$ cat config.mk
export PLATFORM = sky130hd
export DESIGN_NAME = output_compare_control
export DESIGN_NICKNAME = d
export VERILOG_FILES = /design/src/design/occtl_pkg.sv /design/src/design/occtl_sync.sv /design/src/design/output_compare_control.sv
export SDC_FILE = /design/constraint.sdc
export NUM_CORES = 1
export LEC_CHECK = 0
export ABC_AREA = 1
export ABC_CLOCK_PERIOD_IN_PS = 1600
export BUFFER_PORTS_ARGS = -buffer_cell sky130_fd_sc_hd__clkbuf_2
export CORE_ASPECT_RATIO = 1.5
export CORE_MARGIN = 10
export CORE_UTILIZATION = 55
export CTS_BUF_LIST = sky130_fd_sc_hd__clkbuf_8
export DETAILED_ROUTE_END_ITERATION = 16
export PLACE_DENSITY = 0.87
export SLEW_MARGIN = 20
export SYNTH_ARGS = -nofsm -noshare
export SYNTH_HDL_FRONTEND = slang
export SYNTH_SLANG_ARGS = --single-unit
$ cat constraint.sdc
create_clock -name I_CLK_SYS -period 1.6 [get_ports I_CLK_SYS]
set_input_delay 0.32 -clock I_CLK_SYS [delete_from_list [all_inputs] [get_ports I_CLK_SYS]]
set_output_delay 0.32 -clock I_CLK_SYS [all_outputs]
set_load 0.01 [all_outputs]
$ cat src/design/occtl_pkg.sv
// Constants for the output compare channel control block
package occtl_pkg;
	localparam int          DATA_W        = 32;
	localparam int          ADDR_W        = 8;
	// Register byte addresses
	localparam logic [7:0]  ADDR_CTRL     = 8'h00;
	localparam logic [7:0]  ADDR_IRQ_STAT = 8'h04;
	localparam logic [7:0]  ADDR_IRQ_MASK = 8'h08;
	localparam logic [7:0]  ADDR_PRI      = 8'h0c;
	localparam logic [7:0]  ADDR_SEC      = 8'h10;
	localparam logic [7:0]  ADDR_STATUS   = 8'h14;
	// Control register fields
	localparam int          BIT_IDLE_STOP = 13;
	localparam int          TBS_LSB       = 10;
	localparam int          BIT_FLT_B_EN  = 8;
	localparam int          BIT_FLT_A_EN  = 7;
	localparam int          BIT_FLT_B     = 5;
	localparam int          BIT_FLT_A     = 4;
	localparam int          BIT_TRIG      = 3;
	localparam int          MODE_LSB      = 0;
	// Writable bits of the control register; unimplemented bits read zero
	localparam logic [15:0] CTRL_WMASK    = 16'h3dbf;
	localparam logic [15:0] CTRL_RESET    = 16'h0000;
	localparam logic [1:0]  RESP_OKAY     = 2'b00;
	localparam logic [1:0]  RESP_SLVERR   = 2'b10;
	// Interrupt status bits
	localparam int          IRQ_FLT_A     = 0;
	localparam int          IRQ_FLT_B     = 1;
	// Mode codes treated as PWM for compare double buffering
	localparam logic [2:0]  MODE_PWM_A    = 3'h6;
	localparam logic [2:0]  MODE_PWM_B    = 3'h7;

	typedef enum logic [2:0] {
		TB_TIMER2  = 3'b000,
		TB_TIMER3  = 3'b001,
		TB_TIMER4  = 3'b010,
		TB_RSVD3   = 3'b011,
		TB_TIMER1  = 3'b100,
		TB_TRIGGEN = 3'b101,
		TB_RSVD6   = 3'b110,
		TB_PERIPH  = 3'b111
	} time_base_t;
endpackage

$ cat src/design/occtl_sync.sv
// Two-stage synchroniser for a vector of pin levels
`timescale 1ns/1ps
module occtl_sync #(
	parameter int W = 1
) (
	input  wire logic         i_clk,
	input  wire logic         i_arst_n,
	input  wire logic [W-1:0] i_d,
	output logic      [W-1:0] o_q
);
	typedef struct packed {
		logic [W-1:0] s1;
		logic [W-1:0] s2;
	} sync_state_t;

	sync_state_t st_q;
	sync_state_t st_d;

	always_comb begin
		st_d    = st_q;
		st_d.s1 = i_d;
		st_d.s2 = st_q.s1;
	end

	always_ff @(posedge i_clk or negedge i_arst_n) begin
		if (!i_arst_n) begin
			st_q <= '0;
		end else begin
			st_q <= st_d;
		end
	end

	assign o_q = st_q.s2;
endmodule // occtl_sync

$ cat src/design/output_compare_control.sv
// Output compare channel control register, time base select and fault capture
//
// Design decisions made here: the register offsets and the AXI4-Lite interface to the registers.
`timescale 1ns/1ps
module output_compare_control
	import occtl_pkg::*;
#(
	parameter int CHANNEL = 1,
	parameter int CMP_W   = 16
) (
	input  wire logic                       I_CLK_SYS,
	input  wire logic                       I_ARST_N,
	input  wire logic [occtl_pkg::ADDR_W-1:0] S_AXI_AWADDR,
	input  wire logic                       S_AXI_AWVALID,
	output logic                            S_AXI_AWREADY,
	input  wire logic [occtl_pkg::DATA_W-1:0] S_AXI_WDATA,
	input  wire logic [3:0]                 S_AXI_WSTRB,
	input  wire logic                       S_AXI_WVALID,
	output logic                            S_AXI_WREADY,
	output logic [1:0]                      S_AXI_BRESP,
	output logic                            S_AXI_BVALID,
	input  wire logic                       S_AXI_BREADY,
	input  wire logic [occtl_pkg::ADDR_W-1:0] S_AXI_ARADDR,
	input  wire logic                       S_AXI_ARVALID,
	output logic                            S_AXI_ARREADY,
	output logic [occtl_pkg::DATA_W-1:0]    S_AXI_RDATA,
	output logic [1:0]                      S_AXI_RRESP,
	output logic                            S_AXI_RVALID,
	input  wire logic                       S_AXI_RREADY,
	input  wire logic                       i_cpu_idle,
	input  wire logic                       i_period_end,
	input  wire logic                       i_timer_one_clock,
	input  wire logic                       i_timer_two_clock,
	input  wire logic                       i_timer_three_clock,
	input  wire logic                       i_timer_four_clock,
	input  wire logic                       i_peripheral_clock,
	input  wire logic [7:0]                 i_trigger_generator_output,
	input  wire logic                       i_fault_a_pin,
	input  wire logic                       i_fault_b_pin,
	output logic                            o_channel_tick,
	output logic                            o_channel_run,
	output logic                            o_fault_active,
	output logic [CMP_W-1:0]                o_primary_compare_value,
	output logic [CMP_W-1:0]                o_secondary_compare_value,
	output logic                            o_irq
);
	import occtl_pkg::*;

	initial begin
		if (CHANNEL < 1 || CHANNEL > 4) begin
			$error("CHANNEL must be 1 to 4");
		end
		if (CMP_W < 1 || CMP_W > 16) begin
			$error("CMP_W must be 1 to 16");
		end
	end

	// Trigger generator output index serving this channel
	localparam int TRIG_BASE = 3;
	localparam int TRIG_IDX  = CHANNEL + TRIG_BASE;

	typedef struct packed {
		logic              aw_have;
		logic [ADDR_W-1:0] aw_addr;
		logic              w_have;
		logic [DATA_W-1:0] w_data;
		logic [3:0]        w_strb;
		logic              awready;
		logic              wready;
		logic              bvalid;
		logic [1:0]        bresp;
		logic              arready;
		logic              rvalid;
		logic [DATA_W-1:0] rdata;
		logic [1:0]        rresp;
		logic [15:0]       ctrl;
		logic [1:0]        irq_stat;
		logic [1:0]        irq_mask;
		logic [CMP_W-1:0]  pri_buf;
		logic [CMP_W-1:0]  sec_buf;
		logic [CMP_W-1:0]  pri_act;
		logic [CMP_W-1:0]  sec_act;
		logic              clk_src_prev;
		logic              tick;
		logic              run;
		logic              fault;
		logic              irq;
	} state_t;

	state_t st_q;
	state_t st_d;

	logic [8:0] pins_raw;
	logic [8:0] pins_s;

	assign pins_raw = {i_trigger_generator_output[TRIG_IDX], i_timer_one_clock,
		i_timer_two_clock, i_timer_three_clock, i_timer_four_clock,
		i_peripheral_clock, i_fault_a_pin, i_fault_b_pin, 1'b0};

	// Every pin level passes two flops before any decision uses it
	occtl_sync #(
		.W (9)
	) u_sync (
		.i_clk    (I_CLK_SYS),
		.i_arst_n (I_ARST_N),
		.i_d      (pins_raw),
		.o_q      (pins_s)
	);

	// Byte-lane merge of a write into a register
	function automatic logic [DATA_W-1:0] merge(input logic [DATA_W-1:0] old,
		input logic [DATA_W-1:0] wd, input logic [3:0] strb);
		logic [DATA_W-1:0] r;
		r = old;
		for (int i = 0; i < 4; i++) begin
			if (strb[i]) begin
				r[i*8 +: 8] = wd[i*8 +: 8];
			end
		end
		return r;
	endfunction

	function automatic logic is_mapped(input logic [ADDR_W-1:0] a);
		return (a == ADDR_CTRL) || (a == ADDR_IRQ_STAT) || (a == ADDR_IRQ_MASK) ||
			(a == ADDR_PRI) || (a == ADDR_SEC) || (a == ADDR_STATUS);
	endfunction

	logic              src_lvl;
	logic              wr_fire;
	logic              pwm_mode;
	logic              fa_evt;
	logic              fb_evt;
	logic [DATA_W-1:0] wv;
	logic [DATA_W-1:0] ctrl32;

	always_comb begin
		st_d    = st_q;
		src_lvl = 1'b0;
		wv      = '0;
		ctrl32  = {16'h0000, st_q.ctrl};
		case (time_base_t'(st_q.ctrl[TBS_LSB +: 3]))
			TB_PERIPH:  src_lvl = pins_s[3];
			TB_TRIGGEN: src_lvl = pins_s[8];
			TB_TIMER1:  src_lvl = pins_s[7];
			TB_TIMER4:  src_lvl = pins_s[4];
			TB_TIMER3:  src_lvl = pins_s[5];
			TB_TIMER2:  src_lvl = pins_s[6];
			default:    src_lvl = 1'b0;      // Reserved codes give no clock
		endcase
		st_d.clk_src_prev = src_lvl;
		// Halt in idle only when the stop bit asks for it
		st_d.run  = !(st_q.ctrl[BIT_IDLE_STOP] && i_cpu_idle);
		st_d.tick = st_d.run && src_lvl && !st_q.clk_src_prev;
		fa_evt = st_q.ctrl[BIT_FLT_A_EN] && pins_s[2];
		fb_evt = st_q.ctrl[BIT_FLT_B_EN] && pins_s[1];
		pwm_mode = (st_q.ctrl[MODE_LSB +: 3] == MODE_PWM_A) ||
			(st_q.ctrl[MODE_LSB +: 3] == MODE_PWM_B);

		// Write channel: address and data taken in either order
		if (S_AXI_AWVALID && st_q.awready) begin
			st_d.aw_have = 1'b1;
			st_d.aw_addr = S_AXI_AWADDR;
		end
		if (S_AXI_WVALID && st_q.wready) begin
			st_d.w_have = 1'b1;
			st_d.w_data = S_AXI_WDATA;
			st_d.w_strb = S_AXI_WSTRB;
		end
		st_d.awready = !st_d.aw_have && !st_q.bvalid;
		st_d.wready  = !st_d.w_have && !st_q.bvalid;
		wr_fire = st_q.aw_have && st_q.w_have && !st_q.bvalid;
		if (wr_fire) begin
			st_d.aw_have = 1'b0;
			st_d.w_have  = 1'b0;
			st_d.awready = 1'b0;
			st_d.wready  = 1'b0;
			st_d.bvalid  = 1'b1;
			st_d.bresp   = is_mapped(st_q.aw_addr) ? RESP_OKAY : RESP_SLVERR;
			case (st_q.aw_addr)
				ADDR_CTRL: begin
					wv = merge(ctrl32, st_q.w_data, st_q.w_strb);
					// Flags, mode and trigger bit are plain storage
					st_d.ctrl = wv[15:0] & CTRL_WMASK;
				end
				ADDR_IRQ_STAT: begin
					st_d.irq_stat = st_q.irq_stat & ~st_q.w_data[1:0];
				end
				ADDR_IRQ_MASK: begin
					st_d.irq_mask = st_q.w_data[1:0];
				end
				ADDR_PRI: begin
					wv = merge({{(DATA_W-CMP_W){1'b0}}, st_q.pri_buf}, st_q.w_data, st_q.w_strb);
					st_d.pri_buf = wv[CMP_W-1:0];
				end
				ADDR_SEC: begin
					wv = merge({{(DATA_W-CMP_W){1'b0}}, st_q.sec_buf}, st_q.w_data, st_q.w_strb);
					st_d.sec_buf = wv[CMP_W-1:0];
				end
				default: begin
				end
			endcase
		end
		if (st_q.bvalid && S_AXI_BREADY) begin
			st_d.bvalid  = 1'b0;
			st_d.awready = 1'b1;
			st_d.wready  = 1'b1;
		end

		// Read channel
		if (S_AXI_ARVALID && st_q.arready) begin
			st_d.arready = 1'b0;
			st_d.rvalid  = 1'b1;
			st_d.rresp   = is_mapped(S_AXI_ARADDR) ? RESP_OKAY : RESP_SLVERR;
			case (S_AXI_ARADDR)
				ADDR_CTRL:     st_d.rdata = ctrl32;
				ADDR_IRQ_STAT: st_d.rdata = {30'h0, st_q.irq_stat};
				ADDR_IRQ_MASK: st_d.rdata = {30'h0, st_q.irq_mask};
				ADDR_PRI:      st_d.rdata = {{(DATA_W-CMP_W){1'b0}}, st_q.pri_buf};
				ADDR_SEC:      st_d.rdata = {{(DATA_W-CMP_W){1'b0}}, st_q.sec_buf};
				ADDR_STATUS:   st_d.rdata = {29'h0, st_q.fault, st_q.run, st_q.tick};
				default:       st_d.rdata = '0;
			endcase
		end
		if (st_q.rvalid && S_AXI_RREADY) begin
			st_d.rvalid  = 1'b0;
			st_d.arready = 1'b1;
		end

		// Hardware set wins over a software clear in the same cycle
		if (fa_evt) begin
			st_d.ctrl[BIT_FLT_A]    = 1'b1;
			st_d.irq_stat[IRQ_FLT_A] = 1'b1;
		end
		if (fb_evt) begin
			st_d.ctrl[BIT_FLT_B]    = 1'b1;
			st_d.irq_stat[IRQ_FLT_B] = 1'b1;
		end

		// PWM mode loads shadows at the period end, other modes at once
		if (!pwm_mode || i_period_end) begin
			st_d.pri_act = st_d.pri_buf;
			st_d.sec_act = st_d.sec_buf;
		end
		st_d.fault = st_d.ctrl[BIT_FLT_A] || st_d.ctrl[BIT_FLT_B];
		st_d.irq   = |(st_d.irq_stat & st_d.irq_mask);
	end

	always_ff @(posedge I_CLK_SYS or negedge I_ARST_N) begin
		if (!I_ARST_N) begin
			st_q         <= '0;
			st_q.ctrl    <= CTRL_RESET;
			st_q.awready <= 1'b1;
			st_q.wready  <= 1'b1;
			st_q.arready <= 1'b1;
			st_q.run     <= 1'b1;
		end else begin
			st_q <= st_d;
		end
	end

	assign S_AXI_AWREADY             = st_q.awready;
	assign S_AXI_WREADY              = st_q.wready;
	assign S_AXI_BVALID              = st_q.bvalid;
	assign S_AXI_BRESP               = st_q.bresp;
	assign S_AXI_ARREADY             = st_q.arready;
	assign S_AXI_RVALID              = st_q.rvalid;
	assign S_AXI_RDATA               = st_q.rdata;
	assign S_AXI_RRESP               = st_q.rresp;
	assign o_channel_tick            = st_q.tick;
	assign o_channel_run             = st_q.run;
	assign o_fault_active            = st_q.fault;
	assign o_primary_compare_value   = st_q.pri_act;
	assign o_secondary_compare_value = st_q.sec_act;
	assign o_irq                     = st_q.irq;
endmodule // output_compare_control

# ---- Word-level counts from Yosys, hierarchy flattened
# Index checks and enable logic that the tools add are counted.
dict set report classes {
  add_sub_neg 0
  n_mul 0
  div 0
  order_cmp 0
  n_eq_ne 17
  shift 0
  muxes 27
  bitwise_logic 3
  n_reduce_logical 41
}
# cell count
set ops {}
lappend ops {{one-hot mux 16 bit (6 select lines)} 1}
lappend ops {{two-way mux 42 bit} 1}
lappend ops {{two-way mux 37 bit} 1}
lappend ops {{two-way mux 36 bit} 1}
lappend ops {{== test 8 x 4 -> 1 bit, second input constant} 4}
lappend ops {{== test 8 x 5 -> 1 bit, second input constant} 4}
lappend ops {{two-way mux 16 bit} 2}
lappend ops {{two-way mux 8 bit} 4}
lappend ops {{== test 8 x 3 -> 1 bit, second input constant} 2}
lappend ops {{logical NOT 8 bit} 2}
lappend ops {{== test 3 bit, second input constant} 5}
lappend ops {{logical AND 1 bit} 14}
lappend ops {{logical OR 1 bit} 13}
lappend ops {{two-way mux 6 bit} 2}
lappend ops {{two-way mux 2 bit} 5}
lappend ops {{two-way mux 9 bit} 1}
lappend ops {{logical NOT 1 bit} 6}
lappend ops {{two-way mux 1 bit} 6}
lappend ops {{one-hot mux 1 bit (6 select lines)} 1}
lappend ops {{AND reduction 3 bit} 2}
lappend ops {{two-way mux 5 bit} 1}
lappend ops {{bitwise AND 2 bit} 2}
lappend ops {{nonzero test 2 bit} 2}
lappend ops {{== test 3 x 1 -> 1 bit, second input constant} 1}
lappend ops {{5 further kinds} 5}
dict set report totals {
  regBits 188
  latch_bits 0
  mem_bits_rw 0
  rom_bits 0
  input_bits 76
  output_inout_bits 77
  elab_cells 117
  mem_count 0
}

# ---- Depth between registers and ports, before layout
# Gate-level depths: netlist of the first run.
dict set report logic_depth {
  ltp_word 9
  depth_mapped 10
  depth_no_buf 9
}

# ---- Hierarchy
# A second synthesis of the first run with hierarchy kept.
dict set report hier_totals {
  hier_cells 784
  hier_area_um2 6916.6
}
# mod n_inst cells_each area_per_inst_um2 seq_area_each_um2
set modules_own_cells {}
lappend modules_own_cells {output_compare_control 1 766 6466.2 3408.3}
lappend modules_own_cells {occtl_sync 1 18 450.4 450.4}

# ---- Least setup slack after synthesis of the first run
# OpenSTA, ideal clock, no wires.
dict set report synth_path {
  kind {reg2reg}
  from {reg st_q (netlist bit S_AXI_BVALID)}
  to {reg st_q (netlist bit o_primary_compare_value[10])}
  setup_time_ns 0.117
  t_arrival_ns 1.247
  required_ns 1.483
  path_slack_ns 0.236
  path_stages_with_launch 11
  path_buffers 2
  synth_period_minus_slack_ns 1.364
  path_cell_list {dfrtp_1 inv_2 nand3_1 buf_4 nor2_4 buf_6 nand2_2 nand2_1 nand2_1 nand2_1 nand2_1}
}
# element line_no
set synth_rtl {}
lappend synth_rtl {{start: declaration} output_compare_control.sv:90} ;# state_t st_q;
lappend synth_rtl {{start signal: assignment} output_compare_control.sv:257} ;# st_q <= st_d;

==> run summary, run 1 <==
FF-to-FF path depth = 9
clock root buffer master = clkbuf_8
# setup viols final = 3
Final Hold Fails = 0
RR Endpoint = o_primary_compare_value[13]
Syn-to-layout area delta = 16.9%
GRT busiest layer = met2
first-pass GRT wire length = 26,200 um
clock skew = 0.0117 ns
Leakage = 4.50 nW
P_int = 7.01 mW
CP max FO = 7
status = finished, violations left
Sw Ratio = 32.5%
Final Cell Area = 7980 sq um
switching power = 3.37 mW
GPL Wtd Cong = 0.853
CTS tree = built
Synth Warn # = 0
Core Region = 12,100 sq um
CP endpoint = o_primary_compare_value[13]
Fmax achieved = 0.598 GHz
Final min period = 1.67 ns
layout cells sized above 1 = 26.2%
filler instances = 945
Initial Util = 56.5%
RR Startpoint = S_AXI_BVALID
Max Cap Viol = 0
PnR worst setup slack = -0.0727 ns
Setup CP Type = reg -> reg
Tcrit/Tclk final = 105%
Initial DRC Count = 386
DRC errors left = 0
Reg power frac = 49.1%
clk slew on worst S/H paths = 0.08 ns
Clock power frac = 28.2%
failing checks = setup timing
hpwl dp = 11,800 um
diode count = 0
Pre-antenna DRT Iters = 5
synthesized area = 6830 sq um
fraction of registers with async set/reset = 100%
Total Routing Usage GR = 18.4%
commonest cells after routing, fill and taps aside = nand2_1 (271), dfrtp_1 (148), clkbuf_2 (108)
cells along the critical path = inv_2, nand3_4, buf_6, nor2_4, clkbuf_16, nand3_2, nand2_1, nand2_1, nand2_1
share of power burned in combinational logic = 22.6%
die area = 17,400 sq um
EDFF count, synth = 0
drt via density = 5.20
crit-path most repeated cell = nand2_1
maximum clock insertion buffer count = 2
CP arrival = 2.06 ns
Max H-tree Level = 4
Overall Power = 10.4 mW
routed wire length = 16,500 um
Layout Nets = 953
commonest non-fill, non-tap cell in the layout = nand2_1
Crit path required time = 1.99 ns
die width = 111 um
grt met3 use = 5.55%
Critical path origin = S_AXI_BVALID
crit start category = flip-flop
TNS Setup = -0.0913 ns
largest net degree at the start of global routing = 41
Chip Height = 156 um
crit end category = flip-flop
#FFs+latches synth = 152
Placed Area = 7230 sq um
Seq/Total Area, Yosys = 55.8%
met1 usage = 20.3%
Port Buf Inserts = 109
Most used DFF post-synth = dfrtp_1
CTS buffer count = 17
Mapped Cells = 779
Fin Hold WS = 0.0504 ns
Clock Latency Late Sink = 0.45 ns
P per Cell Area = 1300 nW/um^2
per-cell routed wire length = 15.8 um
# IOs = 153
Tightest Hold Check Type = in -> reg
Worst path max stage delay = 0.43 ns
reg2reg setup slack = -0.07 ns
initial antenna violation count = 0
unrepaired setup endpoints after global routing = yes
CTS Sinks = 152
synthesized area per cell = 8.76 sq um
M2 GR Usage = 31.7%
slowest stage cell, crit path = dfrtp_1
number of distinct library cells after synthesis = 30
Antenna Nets Post-Route = 0
number of global-route vias before repair = 5,425
max-slew violation count = 0
Layout Cells excl Fill = 1,043
Worst VDD drop = 918 uV
grt total ovfl = 0
placed cells = 990
row cnt = 49
vias post-DR = 5,427
how the worst min path moves through the flow:
| stage | to | start | depth (start not counted) |
|---|---|---|---|
| floorplan | S_AXI_BRESP[1] | I_ARST_N | 0 |
| finish | S_AXI_ARREADY | S_AXI_ARVALID | 2 |
| global route | o_channel_run | i_cpu_idle | 2 |
| CTS | S_AXI_ARREADY | S_AXI_ARVALID | 2 |
| global placement | st_q[69] | I_ARST_N | 1 |
| detailed placement | st_q[69] | I_ARST_N | 1 |
area by class of cell:
class                           instances  area [sq um]  area share [%]
Sequential cell                       152          3810            47.7
Multi-Input combinational cell        502          2400            30.0
Timing Repair Buffer                  154           998            12.5
Clock buffer                           17           234            2.93
Tap cell                              153           191            2.40
Inverter                               50           188            2.35
Clock inverter                         15           165            2.07
timing repair:
item                       CTS  global route
gates resized for setup      0            38
buffers inserted             0            10
hold buffers                 9             0
setup endpoints to repair    0            34
hold endpoints to repair    41             0
metal layers:
| layer | vias to the layer above | routed length, um | share of wire, % |
|---|---|---|---|
| met5 | - | 0 | 0 |
| met3 | 42 | 1170 | 7.1 |
| met2 | 244 | 8390 | 51 |
| met4 | 0 | 601 | 3.6 |
| met1 | 2583 | 6330 | 38 |
| li1 | 2558 | - | - |
through the flow:
step / setup slack [ns] / utilization (%)
final: -0.0727 / 66.1
after global routing: -0.134 / 66.1
after CTS: 0.0329 / 63.9
after detailed placement: 0.0506 / 59.9
after global placement: 0.111 / 59.9
after floorplan: 0.236 / -
power by group through the flow:
| stage | sequential, mW | clock (mW) | combinational [mW] |
|---|---|---|---|
| 2_1_floorplan | 4.99 | 0 | 1.54 |
| 3_3_place_gp | 5.06 | 0 | 2.00 |
| 3_5_place_dp | 5.10 | 0 | 2.08 |
| 4_1_cts | 5.03 | 2.97 | 2.11 |
| 5_1_grt | 5.18 | 3.13 | 2.63 |
| 6_report | 5.10 | 2.93 | 2.35 |
state kept, by name, summed over array words and instances, names as in the netlist, 8 cells and up:
signal                     count
S_AXI_RDATA                   16
u_sync.st_d                    8
o_secondary_compare_value     16
st_q                          65
ctrl32                        12
o_primary_compare_value       16
u_sync.o_q                     8
critical path, delay by kind of cell, from the launching register on:
family,cells,cell delay (ns)
simple gates,6,0.72
buf+inv,3,0.45
flops,1,0.43
kinds of logic (layout without fill, tap and decap cells):
kind of cell           count (synthesis)  after routing  share of synthesized area (%)
and+or+nand+nor                      429            430                           27.0
DFF                                  152            152                           55.8
buffers and inverters                143            236                           12.2
AOI/OAI and AO/OA                     44             44                           3.34
muxes                                 10             10                           1.65
other                                  1             18                         0.0549
Yosys cell counts, types with 2 or more instances:
library cell / n / area [sq um]
nand2_2: 6 / 37.5
nor2_1: 42 / 158
nand2_1: 282 / 1060
a21oi_1: 19 / 95.1
nand3_4: 2 / 35.0
dfstp_2: 4 / 105
buf_4: 70 / 526
inv_1: 49 / 184
buf_1: 4 / 15.0
o21ai_0: 21 / 105
buf_2: 8 / 40.0
dfrtp_1: 148 / 3700
nand3_1: 79 / 395
nor2_8: 2 / 40.0
mux2_2: 10 / 113
and2_1: 6 / 37.5
nor2_4: 3 / 33.8
nor2_2: 3 / 18.8
buf_6: 3 / 33.8
clkbuf_1: 8 / 30.0
No activity file was read; power rests on OpenSTA's default activity.
==> run 2: changes to the inputs <==
MAX_ROUTING_LAYER = met4   (was unset)
==> run summary, run 2 (synthesis gave the netlist of run 1 again) <==
die width = 111 um (unchanged)
number of global-route vias before repair = 5,428 (+0.055%)
Layout Cells excl Fill = 1,043 (unchanged)
DRC errors left = 0 (unchanged)
Clock Latency Late Sink = 0.45 ns (about the same)
GPL Wtd Cong = 0.864 (+1.3%)
Tcrit/Tclk final = 102% (-3.0 points)
first-pass GRT wire length = 26,200 um (-0.10%)
row cnt = 49 (unchanged)
failing checks = setup timing
Total Routing Usage GR = 18.9% (+0.49 points)
TNS Setup = -0.0241 ns (+0.0672 ns)
hpwl dp = 11,800 um (unchanged)
initial antenna violation count = 0 (unchanged)
Initial DRC Count = 364 (-5.7%)
Chip Height = 156 um (unchanged)
# IOs = 153 (unchanged)
met1 usage = 20.7% (+0.36 points)
Layout Nets = 953 (unchanged)
commonest non-fill, non-tap cell in the layout = nand2_1
Max Cap Viol = 0 (unchanged)
diode count = 0 (unchanged)
placed cells = 990 (unchanged)
grt met3 use = 4.98% (-0.57 points)
drt via density = 5.26 (+1.2%)
Fin Hold WS = 0.0518 ns (+0.00141 ns)
Leakage = 4.50 nW (about the same)
per-cell routed wire length = 16.1 um (+1.9%)
largest net degree at the start of global routing = 41 (unchanged)
PnR worst setup slack = -0.0241 ns (+0.0486 ns)
Fmax achieved = 0.616 GHz (+3.0%)
vias post-DR = 5,490 (+1.2%)
crit start category = flip-flop
FF-to-FF path depth = 9 (unchanged)
Final Cell Area = 8000 sq um (+0.28%)
clk slew on worst S/H paths = 0.08 ns (about the same)
max-slew violation count = 0 (unchanged)
maximum clock insertion buffer count = 2 (unchanged)
CTS tree = built
Core Util, Final = 66.3% (+0.19 points)
Placed Area = 7230 sq um (unchanged)
clock skew = 0.0116 ns (-0.000108 ns)
GRT busiest layer = met2
Antenna Nets Post-Route = 0 (unchanged)
P per Cell Area = 1300 nW/um^2 (about the same)
CTS Sinks = 152 (unchanged)
Crit path required time = 1.99 ns (about the same)
hold path cells = 2 (unchanged)
die area = 17,400 sq um (unchanged)
M2 GR Usage = 31.7% (-0.056 points)
Largest register FFs = 65 (unchanged)
Overall Power = 10.4 mW (+0.23%)
clock root buffer master = clkbuf_8
Port Buf Inserts = 109 (unchanged)
commonest cells after routing, fill and taps aside = nand2_1 (268), dfrtp_1 (148), clkbuf_2 (108)
Worst VDD drop = 913 uV (-0.49%)
routed wire length = 16,800 um (+1.9%)
unrepaired setup endpoints after global routing = yes
grt total ovfl = 0 (unchanged)
Max H-tree Level = 4 (unchanged)
Multi-input gate area = 2420 sq um (+0.94%)
FF+latch area = 3810 sq um (unchanged)
CTS buffer count = 17 (unchanged)
Syn-to-layout area delta = 17.2%
Final Hold Fails = 0 (unchanged)
Final min period = 1.62 ns (-0.0486 ns)
crit end category = flip-flop
Initial Util = 56.5% (unchanged)
# setup viols final = 1 (-2)
Pre-antenna DRT Iters = 5 (unchanged)
layout cells sized above 1 = 26.7% (+0.56 points)
Setup CP Type = reg -> reg
CP max FO = 7 (unchanged)
Tightest Hold Check Type = in -> reg
status = finished, violations left
setup slack at placement = 0.0506 ns (unchanged)
filler instances = 937 (-0.85%)
Largest Register = st_q
Core Region = 12,100 sq um (unchanged)
CP arrival = 2.01 ns (-0.05 ns)
==> run 2: cell types whose count changed in the layout (fill, tap and decap cells not counted) <==
cell	delta
nand2_1	-3
nand3_1	-2
nand3_2	+2
nand2_2	+2
nand2_4	+1
==> run 2: worst max-delay path, cell delays in order (launching register included) <==
cell	delay [ns]
dfrtp_1	0.43
inv_2	0.10
nand3_4	0.07
buf_6	0.13
nor2_4	0.26
clkbuf_16	0.22
nand3_2	0.08
nand2_1	0.11
nand2_1	0.07
nand2_1	0.08
==> run 2: power breakdown <==
part / internal (mW) / switching [mW]
Combinational: 0.936 / 1.43
Clock: 1.52 / 1.41
Sequential: 4.56 / 0.558
Total: 7.01 / 3.39
==> run 2: routing by layer <==
layer	routed length (um)	up-vias	share of wire, %
met5	0	-	0
met4	541	0	3.2
met3	1090	50	6.5
met2	8620	252	51
met1	6550	2627	39
li1	-	2561	-
==> run 2: cell type report <==
class                           instances  area share, %
Sequential cell                       152           47.6
Timing Repair Buffer                  154           12.5
Clock inverter                         15           2.06
Clock buffer                           17           2.92
Multi-Input combinational cell        502           30.2
Tap cell                              153           2.39
Inverter                               50           2.34
==> run 2: what timing repair did <==
item	4_1_cts	5_1_grt
gates resized for setup	0	44
setup endpoints to repair	0	34
endpoints found under the hold margin	41	0
setup buffers	0	10
hold buffers	9	0
==> run 2: final timing paths <==
path | from | end | slack, ns
worst max-delay path | S_AXI_BVALID | o_primary_compare_value[13] | -0.02
worst min-delay path | S_AXI_ARVALID | S_AXI_ARREADY | 0.05
worst max register to register | S_AXI_BVALID | o_primary_compare_value[13] | -0.02
worst min register to register | u_sync.st_d[2] | u_sync.o_q[2] | 0.36
max in group asynchronous | I_ARST_N | o_primary_compare_value[7] | 0.62
min in group asynchronous | I_ARST_N | st_q[53] | 0.34
